**config.mk**
```make
export PLATFORM = sky130hd
export DESIGN_NAME = gpia_port
export DESIGN_NICKNAME = d
export VERILOG_FILES = /design/src/gpia_pkg.sv /design/src/gpia_irq_if.sv /design/src/gpia_irq_core.sv /design/src/gpia_port.sv
export SDC_FILE = /design/constraint.sdc
export NUM_CORES = 1
export LEC_CHECK = 0
export BUFFER_PORTS_ARGS = -buffer_cell sky130_fd_sc_hd__buf_2
export CELL_PAD_IN_SITES_DETAIL_PLACEMENT = 0
export CELL_PAD_IN_SITES_GLOBAL_PLACEMENT = 2
export CORE_ASPECT_RATIO = 0.7
export CORE_MARGIN = 4
export CORE_UTILIZATION = 32
export CTS_CLUSTER_DIAMETER = 80
export DETAILED_ROUTE_END_ITERATION = 10
export PLACE_DENSITY = 0.88
export SLEW_MARGIN = 20
export SYNTH_ARGS = -nofsm -noshare
export SYNTH_HDL_FRONTEND = slang
export SYNTH_HIERARCHICAL = 1
export SYNTH_SLANG_ARGS = --single-unit
export TNS_END_PERCENT = 100
```
**constraint.sdc**
```tcl
create_clock -name clk_sys -period 6.23 [get_ports clk_sys]
set_input_delay 1.869 -clock clk_sys [delete_from_list [all_inputs] [get_ports clk_sys]]
set_output_delay 1.869 -clock clk_sys [all_outputs]
set_load 0.05 [all_outputs]
```
**src/gpia_pkg.sv**
```systemverilog
// Package: register map, reset values and bus encodings for the GPIO port.
// Assumes one AHB-Lite slave select per port and 32-bit aligned registers.
package gpia_pkg;
   localparam int LINES = 8;
   localparam logic [11:0] OFS_DATA = 12'h3fc;
   localparam logic [11:0] OFS_DIR = 12'h400;
   localparam logic [11:0] OFS_MASK = 12'h410;
   localparam logic [11:0] OFS_RAW = 12'h414;
   localparam logic [11:0] OFS_MASKED = 12'h418;
   localparam logic [11:0] OFS_ICR = 12'h41c;
   localparam logic [11:0] OFS_AFSEL = 12'h420;
   localparam logic [7:0] RST_ZERO = 8'h00;
   localparam logic [7:0] AFSEL_RST_PORT_B = 8'h80;
   localparam logic [7:0] AFSEL_RST_PORT_C = 8'h0f;
   localparam int TRIG_BIT_PORT_B = 4;
   localparam logic [1:0] HTRANS_IDLE = 2'h0;
   localparam logic [1:0] HTRANS_NONSEQ = 2'h2;
   localparam logic HRESP_OKAY = 1'b0;
   typedef enum logic [1:0] {BUS_IDLE, BUS_ACCESS, BUS_RESP} gpia_bus_state_type;
endpackage : gpia_pkg

```
**src/gpia_irq_if.sv**
```systemverilog
// Interface: carries pin levels, mask and clear into the edge-detect core
// and its raw and masked status back to the register block.
`timescale 1ns/10ps
interface gpia_irq_if #(parameter int WIDTH = 8);
   logic [WIDTH-1:0] pin_in;
   logic [WIDTH-1:0] mask;
   logic [WIDTH-1:0] clear;
   logic [WIDTH-1:0] raw;
   logic [WIDTH-1:0] masked;
   logic [WIDTH-1:0] set_evt;
   modport core (input pin_in, input mask, input clear, output raw, output masked,
      output set_evt);
   modport ctrl (output pin_in, output mask, output clear, input raw, input masked,
      input set_evt);
endinterface : gpia_irq_if

```
**src/gpia_irq_core.sv**
```systemverilog
// Edge-detect interrupt core: rising edges set raw status, clear bits drop it.
// Assumes pin levels are already synchronous to clk_sys.
`timescale 1ns/10ps
module gpia_irq_core #(
   parameter int WIDTH = 8
) (
   input wire logic clk_sys,
   input wire logic reset_n,
   gpia_irq_if.core irq
);
   logic [WIDTH-1:0] prev_reg;
   logic [WIDTH-1:0] prev_next;
   logic [WIDTH-1:0] raw_reg;
   logic [WIDTH-1:0] raw_next;
   logic [WIDTH-1:0] edge_seen;

   // ----------------------------------------
   // Edge detection
   // ----------------------------------------
   always_comb begin
      edge_seen = irq.pin_in & ~prev_reg;
      prev_next = irq.pin_in;
      // Set beats clear so an edge in the clearing cycle survives
      raw_next = (raw_reg & ~irq.clear) | edge_seen;
   end

   always_ff @(posedge clk_sys or negedge reset_n) begin
      if (!reset_n) begin
         prev_reg <= '0;
         raw_reg <= '0;
      end else begin
         prev_reg <= prev_next;
         raw_reg <= raw_next;
      end
   end

   assign irq.raw = raw_reg;
   assign irq.masked = raw_reg & irq.mask;
   assign irq.set_evt = edge_seen;
endmodule : gpia_irq_core

```
**src/gpia_port.sv**
```systemverilog
// GPIO port top: AHB-Lite register slave, pin muxing and interrupt status.
// Assumes pins and alternate-function signals are synchronous to clk_sys;
// reset_n is driven by both power-on reset and the external reset pin.
//
// Overview of operation
// - Masked status is raw AND mask, resets zero
// - Port B bit 4 unmasked edge triggers converter
// - Converter starts only with external source selected
// - Write one clears latched edge, zero ignored
// - Function select one gives line to hardware
// - Reset: inputs, select zero except debug lines
// - Power-on and pin reset restore defaults
// - Raw status sets on detected edge, unmasked
`timescale 1ns/10ps
module gpia_port #(
   parameter logic [7:0] AFSEL_RESET = gpia_pkg::AFSEL_RST_PORT_B,
   parameter bit HAS_CONV_TRIG = 1'b1,
   parameter int TRIG_BIT = gpia_pkg::TRIG_BIT_PORT_B
) (
   input wire logic clk_sys,
   input wire logic reset_n,
   input wire logic hsel,
   input wire logic [31:0] haddr,
   input wire logic [1:0] htrans,
   input wire logic hwrite,
   input wire logic [2:0] hsize,
   input wire logic [31:0] hwdata,
   input wire logic hready,
   output logic [31:0] hrdata,
   output logic hreadyout,
   output logic hresp,
   input wire logic [7:0] pin_in,
   output logic [7:0] pin_out,
   output logic [7:0] pin_oe_n,
   input wire logic [7:0] alt_out,
   input wire logic [7:0] alt_oe,
   output logic [7:0] alt_in,
   output logic port_irq,
   input wire logic conv_event_ext_sel,
   output logic conv_trig,
   output logic conv_start
);
   localparam int W = gpia_pkg::LINES;

   gpia_pkg::gpia_bus_state_type state_reg, state_next;
   logic [11:0] addr_reg, addr_next;
   logic write_reg, write_next;
   logic [31:0] hrdata_reg, hrdata_next;
   logic [W-1:0] data_reg, data_next;
   logic [W-1:0] dir_reg, dir_next;
   logic [W-1:0] mask_reg, mask_next;
   logic [W-1:0] afsel_reg, afsel_next;
   logic [W-1:0] clear_pulse;
   logic trig_reg, trig_next;
   logic irq_reg, irq_next;
   logic addr_valid;

   gpia_irq_if #(.WIDTH(W)) irq_bus ();

   gpia_irq_core #(.WIDTH(W)) u_core (
      .clk_sys(clk_sys),
      .reset_n(reset_n),
      .irq(irq_bus.core)
   );

   function automatic logic [31:0] zext(input logic [W-1:0] v);
      zext = {{(32 - W){1'b0}}, v};
   endfunction : zext

   // ----------------------------------------
   // Bus slave
   // ----------------------------------------
   // One wait state per transfer so a read always sees a completed write
   assign addr_valid = hsel && hready && (htrans == gpia_pkg::HTRANS_NONSEQ);

   always_comb begin
      state_next = state_reg;
      addr_next = addr_reg;
      write_next = write_reg;
      hrdata_next = hrdata_reg;
      data_next = data_reg;
      dir_next = dir_reg;
      mask_next = mask_reg;
      afsel_next = afsel_reg;
      clear_pulse = '0;
      unique case (state_reg)
         gpia_pkg::BUS_IDLE, gpia_pkg::BUS_RESP: begin
            if (addr_valid) begin
               addr_next = haddr[11:0];
               write_next = hwrite;
               state_next = gpia_pkg::BUS_ACCESS;
            end else begin
               state_next = gpia_pkg::BUS_IDLE;
            end
         end
         gpia_pkg::BUS_ACCESS: begin
            state_next = gpia_pkg::BUS_RESP;
            hrdata_next = '0;
            if (write_reg) begin
               unique case (addr_reg)
                  gpia_pkg::OFS_DATA: data_next = hwdata[W-1:0];
                  gpia_pkg::OFS_DIR: dir_next = hwdata[W-1:0];
                  gpia_pkg::OFS_MASK: mask_next = hwdata[W-1:0];
                  gpia_pkg::OFS_ICR: clear_pulse = hwdata[W-1:0];
                  gpia_pkg::OFS_AFSEL: afsel_next = hwdata[W-1:0];
                  default: ;
               endcase
            end else begin
               unique case (addr_reg)
                  gpia_pkg::OFS_DATA: hrdata_next = zext(data_reg);
                  gpia_pkg::OFS_DIR: hrdata_next = zext(dir_reg);
                  gpia_pkg::OFS_MASK: hrdata_next = zext(mask_reg);
                  gpia_pkg::OFS_RAW: hrdata_next = zext(irq_bus.raw);
                  gpia_pkg::OFS_MASKED: hrdata_next = zext(irq_bus.masked);
                  gpia_pkg::OFS_AFSEL: hrdata_next = zext(afsel_reg);
                  default: hrdata_next = '0;
               endcase
            end
         end
         default: state_next = gpia_pkg::BUS_IDLE;
      endcase
   end

   // ----------------------------------------
   // Interrupt and converter trigger
   // ----------------------------------------
   always_comb begin
      irq_next = |irq_bus.masked;
      trig_next = HAS_CONV_TRIG && irq_bus.set_evt[TRIG_BIT] && mask_reg[TRIG_BIT];
   end

   always_ff @(posedge clk_sys or negedge reset_n) begin
      if (!reset_n) begin
         // Every reset source lands here, debug lines back in debug mode
         state_reg <= gpia_pkg::BUS_IDLE;
         addr_reg <= '0;
         write_reg <= 1'b0;
         hrdata_reg <= '0;
         data_reg <= gpia_pkg::RST_ZERO;
         dir_reg <= gpia_pkg::RST_ZERO;
         mask_reg <= gpia_pkg::RST_ZERO;
         afsel_reg <= AFSEL_RESET;
         trig_reg <= 1'b0;
         irq_reg <= 1'b0;
      end else begin
         state_reg <= state_next;
         addr_reg <= addr_next;
         write_reg <= write_next;
         hrdata_reg <= hrdata_next;
         data_reg <= data_next;
         dir_reg <= dir_next;
         mask_reg <= mask_next;
         afsel_reg <= afsel_next;
         trig_reg <= trig_next;
         irq_reg <= irq_next;
      end
   end

   assign irq_bus.pin_in = pin_in;
   assign irq_bus.mask = mask_reg;
   assign irq_bus.clear = clear_pulse;

   // ----------------------------------------
   // Pin muxing
   // ----------------------------------------
   always_comb begin
      for (int i = 0; i < W; i++) begin
         pin_out[i] = afsel_reg[i] ? alt_out[i] : data_reg[i];
         pin_oe_n[i] = afsel_reg[i] ? ~alt_oe[i] : ~dir_reg[i];
      end
   end

   assign alt_in = pin_in;
   assign hrdata = hrdata_reg;
   assign hreadyout = (state_reg != gpia_pkg::BUS_ACCESS);
   assign hresp = gpia_pkg::HRESP_OKAY;
   assign port_irq = irq_reg;
   assign conv_trig = trig_reg;
   // Converter ignores the trigger unless its external source is chosen
   assign conv_start = trig_reg & conv_event_ext_sel;
endmodule : gpia_port

```
== Word level (Yosys, flattened, before mapping) ==
Cells that the tools add are included.

* Bits in registers: 97
* Output and inout port bits: 61

* Equal/unequal tests: 11
* Multiplexer cells: 23
* Bitwise gates (word level): 23
* Reductions and logical operators: 11

{| class="wikitable"
|+ Operators by type and width
! kind !! number
|-
| $eq 12x11->1 const B || 6
|-
| $pmux 8 s6 || 1
|-
| $mux 8 || 4
|-
| $and 8x8->8 || 3
|-
| $mux 1 || 17
|-
| $not 1->1 || 16
|-
| $not 8->8 || 2
|-
| $eq 12x10->1 const B || 1
|-
| $reduce_and 3->1 || 4
|-
| $or 8x8->8 || 1
|-
| $reduce_or 8->1 || 1
|-
| $eq 2x2->1 const B || 2
|-
| $pmux 2 s2 || 1
|-
| $logic_and 1x1->1 || 3
|-
| $eq 2x1->1 const B || 1
|-
| $logic_not 2->1 || 1
|-
| $ne 2x1->1 const B || 1
|-
| $reduce_and 2->1 || 1
|-
| $reduce_or 2->1 || 1
|-
| $and 1x1->1 || 1
|}

== Logic depth before layout (Yosys ltp) ==
* Word-level depth: 7
* Depth in mapped cells: 9

== Modules after synthesis ==
Netlist, hierarchy kept.

{| class="wikitable"
|+ By module, submodules not included
! module !! instances !! cells an instance !! area each (µm²) !! seq. area each (µm²)
|-
| gpia_port || 1 || 267 || 3168.0 || 1427.6
|-
| gpia_irq_core || 1 || 48 || 650.6 || 400.4
|}

== Worst setup path after synthesis ==
Ideal clock, no wire load.

* Path type: input -> output
* From: input port alt_oe[0]
* To: output port pin_oe_n[0]
* Arrival time: 2677 ps
* Data required time: 4361 ps
* Slack: 1684 ps
* Stages: 1
* Buffers on the path: 0
* Cells stage by stage: mux2i_1

* Word-level cells in the longest chain between the ends: 2

{| class="wikitable"
|+ Ends and longest elaborated chain
! what !! RTL line !! text
|-
| from (decl) || gpia_port.sv:36 || <nowiki>input wire logic [7:0] alt_oe,</nowiki>
|-
| $not 1->1 || gpia_port.sv:169 || <nowiki>pin_oe_n[i] = afsel_reg[i] ? ~alt_oe[i] : ~dir_reg[i];</nowiki>
|-
| $mux 1 || gpia_port.sv:169 ||
|-
| to (decl) || gpia_port.sv:34 || <nowiki>output logic [7:0] pin_oe_n,</nowiki>
|}

No other way between the ends.

== Final worst setup path ==
* From: input port alt_out[1]
* To: output port pin_out[1]

* Word-level cells in the longest chain between the ends: 1

{| class="wikitable"
|+ Ends and longest elaborated chain
! what !! RTL line !! text
|-
| from (decl) || gpia_port.sv:35 || <nowiki>input wire logic [7:0] alt_out,</nowiki>
|-
| $mux 1 || gpia_port.sv:168 || <nowiki>pin_out[i] = afsel_reg[i] ? alt_out[i] : data_reg[i];</nowiki>
|-
| to (decl) || gpia_port.sv:33 || <nowiki>output logic [7:0] pin_out,</nowiki>
|}

No other way between the ends.

==> flow_summary.yaml <==
critical_path:
  cp_slowest_cell: "mux2_2"
  path_class: "input pin to primary output"
  cp_common_cell: "buf_2"
  crit_buf_inv: 2
  cpLargestDelayFamily: "buffers and inverters"
  max_stage_delay_ps: 250
  worstPathArrival_ps: 2420
  cp.required_ps: 4360
  crit_chain: "buf_2, mux2_2, buf_2"
  critPathCaptureType: "primary output"
  worstPathMaxFanout: 1
  cp-start-kind: "input pin"
clock_network:
  clock_latency_ps: 340
  cts-root-buf: "clkbuf_16"
  htree_levels: 3
  cts.sinks: 73
  cts_buffers: 9
  clk_pin_slew_ps: 60
  hold_buffers: 0
  clk_path_buf_depth: 2
  cts_tree: "built"
  cts_setup_buffers: 0
  cts_resized: 0
sta:
  setup_tns_ps: 0
  fmax_mhz: 233.1
  worstMarginPinSlew_ps: 1045
  finalHoldViolCount: 0
  final.period_utilization_pct: 68.86
  fin_skew_ps: 5.365
  finalSetupViolCount: 0
  timing.hold.ws_ps: 476.6
  min_period_ps: 4290
  slew_violations: 0
  relSlewSlack_pct: 29.82
  rsz0062_at_grt: "no"
synth:
  synth.avg_cell_area_sq_um: 12.12
  yosysSeqAreaShare_pct: 47.87
  ys.flop_type: "dfrtp_1"
  syn_inst: 315
  yosysUniqueCellTypes: 47
  ys_warn_count: 6
  netlist_area_sq_mm: 0.003819
  async_reset_ff_share_pct: 100.0
  synth_edf_count: 0
  ys_seq_elements: 73
cells_and_area:
  multi_input_area_sq_mm: 0.001733
  finalNetCount: 496
  syn_to_final_growth_pct: 19.23
  fillers: 1127
  n_antenna_cell: 0
  largest_reg_flops: 12
  drive_gt1_share_pct: 44.53
  fin_area_sq_mm: 0.004553
  final-seq-area_sq_mm: 0.001828
routing:
  postRouteWirelength_microns: 9207
  drtAntennaViolNets: 0
  dr.pass1.iters: 4
  drc_errors: 0
  post_drt_wl_per_cell_microns: 16.47
  via_count: 2613
  drt-initial-drc-count: 106
  viasPerCell: 4.674
global_routing:
  grt_pass1_wl_microns: 14430
  antenna_found_initial: 0
  grt_max_degree: 41
  grt_pass1_vias: 2550
  grt_overflow: 0
  grt_util_all_layers_pct: 13.55
power:
  vdd_drop_max_uv: 143.6
  p_leak_uw: 0.002125
  cellPowerDensity_mw_per_mm2: 291.2
floorplanning:
  fp.dieW_microns: 138.6
  die_y_microns: 99.40
  num_io_pins: 160
  rows: 33
  coreArea_sq_mm: 0.01169
  start_util_pct: 32.68
  die_area_sq_mm: 0.01377
place:
  post-dp-hpwl_microns: 6726
  gp_congestion: 0.8131
  io_buffers: 87
  postPlaceCellArea_sq_mm: 0.004243
status:
  status: "completed"
min_path:
  hp-class: "flip-flop to flip-flop"
run:
  maxCapViolCount: 0
## cell usage after synthesis (2+ instances only)
cell        n  share of area [%]
and2_1     18                2.9
o31ai_1     2               0.39
nor3_1      3               0.39
nand2_1    11                1.1
buf_4      33                6.5
mux2_2     52                 15
nand3_1     4               0.52
o21ai_0     4               0.52
nor2_2      2               0.33
buf_6       4                1.2
o2bb2ai_1   2               0.46
dfrtp_1    72                 47
or4_4       2               0.59
inv_1      10               0.98
mux2i_1    24                6.3
a21oi_1    10                1.3
a21o_1      8                1.6
nor4_1      2               0.33
nor2_1      6               0.59
a22oi_1     2               0.39
a221oi_1    4               0.92
a32oi_1     2               0.46
o22ai_1     5               0.82
nor2b_4     8                2.9
clkbuf_1    3               0.29
## worst reg2reg max path, cell delays in order, from the launching register on
cell and delay [ps]:
dfrtp_1 920, nand4_1 270, nor3_1 910, nand2_2 390
mux2_2 380
## stage by stage
step	worst slack, ps	cells	power [uW]	utilization [%]
6_report	1940	559	1326	38.97
5_1_grt	1915	559	1388	38.97
4_1_cts	1938	559	1343	38.94
3_5_place_dp	1939	543	811.8	36.31
3_3_place_gp	1943	543	807.0	36.31
2_1_floorplan	1684	339	758.9	-
## cell type report
class | instances | area share [%]
Sequential cell | 73 | 40.15
Multi-Input combinational cell | 214 | 38.06
Timing Repair Buffer | 89 | 9.893
Clock buffer | 12 | 5.633
Tap cell | 157 | 4.314
Clock inverter | 4 | 1.127
Inverter | 10 | 0.8244
## cells in the final DEF, fill, tap and decap left out, drive strengths merged, types with 3 or more instances in the layout
cell    Yosys  final
a21o        8      8
a21oi      10     10
a221oi      4      4
and2       19     19
buf        39     89
clkbuf      3     12
conb        1     25
dfrtp      72     72
inv        10     10
mux2       53     53
mux2i      24     24
nand2      12     12
nand3       4      4
nor2        9      9
nor2b       9      9
nor3        3      3
nor4        3      3
o21ai       4      4
o22ai       5      5
## per-layer routing
| layer | vias up | global-route usage, % | wire (microns) |
|---|---|---|---|
| met2 | 90 | 19.83 | 3977 |
| met3 | 11 | 4.901 | 606 |
| met1 | 1278 | 19.32 | 4539 |
| met5 | - | 0 | 0 |
| li1 | 1234 | - | - |
| met4 | 0 | 2.961 | 84 |
## logic make-up after synthesis
family,count (synthesis),share of synthesized area [%]
flip-flops,73,47.87
other,1,0.09820
AND/OR/NAND/NOR,72,13.76
buffers and inverters,52,9.174
multiplexers,77,22.02
AO/OA/AOI/OAI,40,7.077
## worst paths after layout
check                                             start                  endpoint  slack (ps)  cells past startpoint
max in group asynchronous                       reset_n  afsel_reg[7]$_DFFE_PN1P_        3560                      2
worst min-delay path              hrdata[0]$_DFFE_PN0P_     hrdata[0]$_DFFE_PN0P_         480                      2
worst max register to register  addr_reg[5]$_DFFE_PN0P_   data_reg[2]$_DFFE_PN0P_        3240                      4
worst max-delay path                         alt_out[1]                pin_out[1]        1940                      3
worst min register to register    hrdata[0]$_DFFE_PN0P_     hrdata[0]$_DFFE_PN0P_         480                      2
min in group asynchronous                       reset_n    dir_reg[4]$_DFFE_PN0P_        1660                      1
## report_power, final
part	total [uW]	internal, uW	switching (uW)	leakage (uW)
clock network	525	332	193	0.000149
logic	238	86.1	152	0.00108
registers	563	508	55.0	0.000891
(Power assumes the default switching activity.)
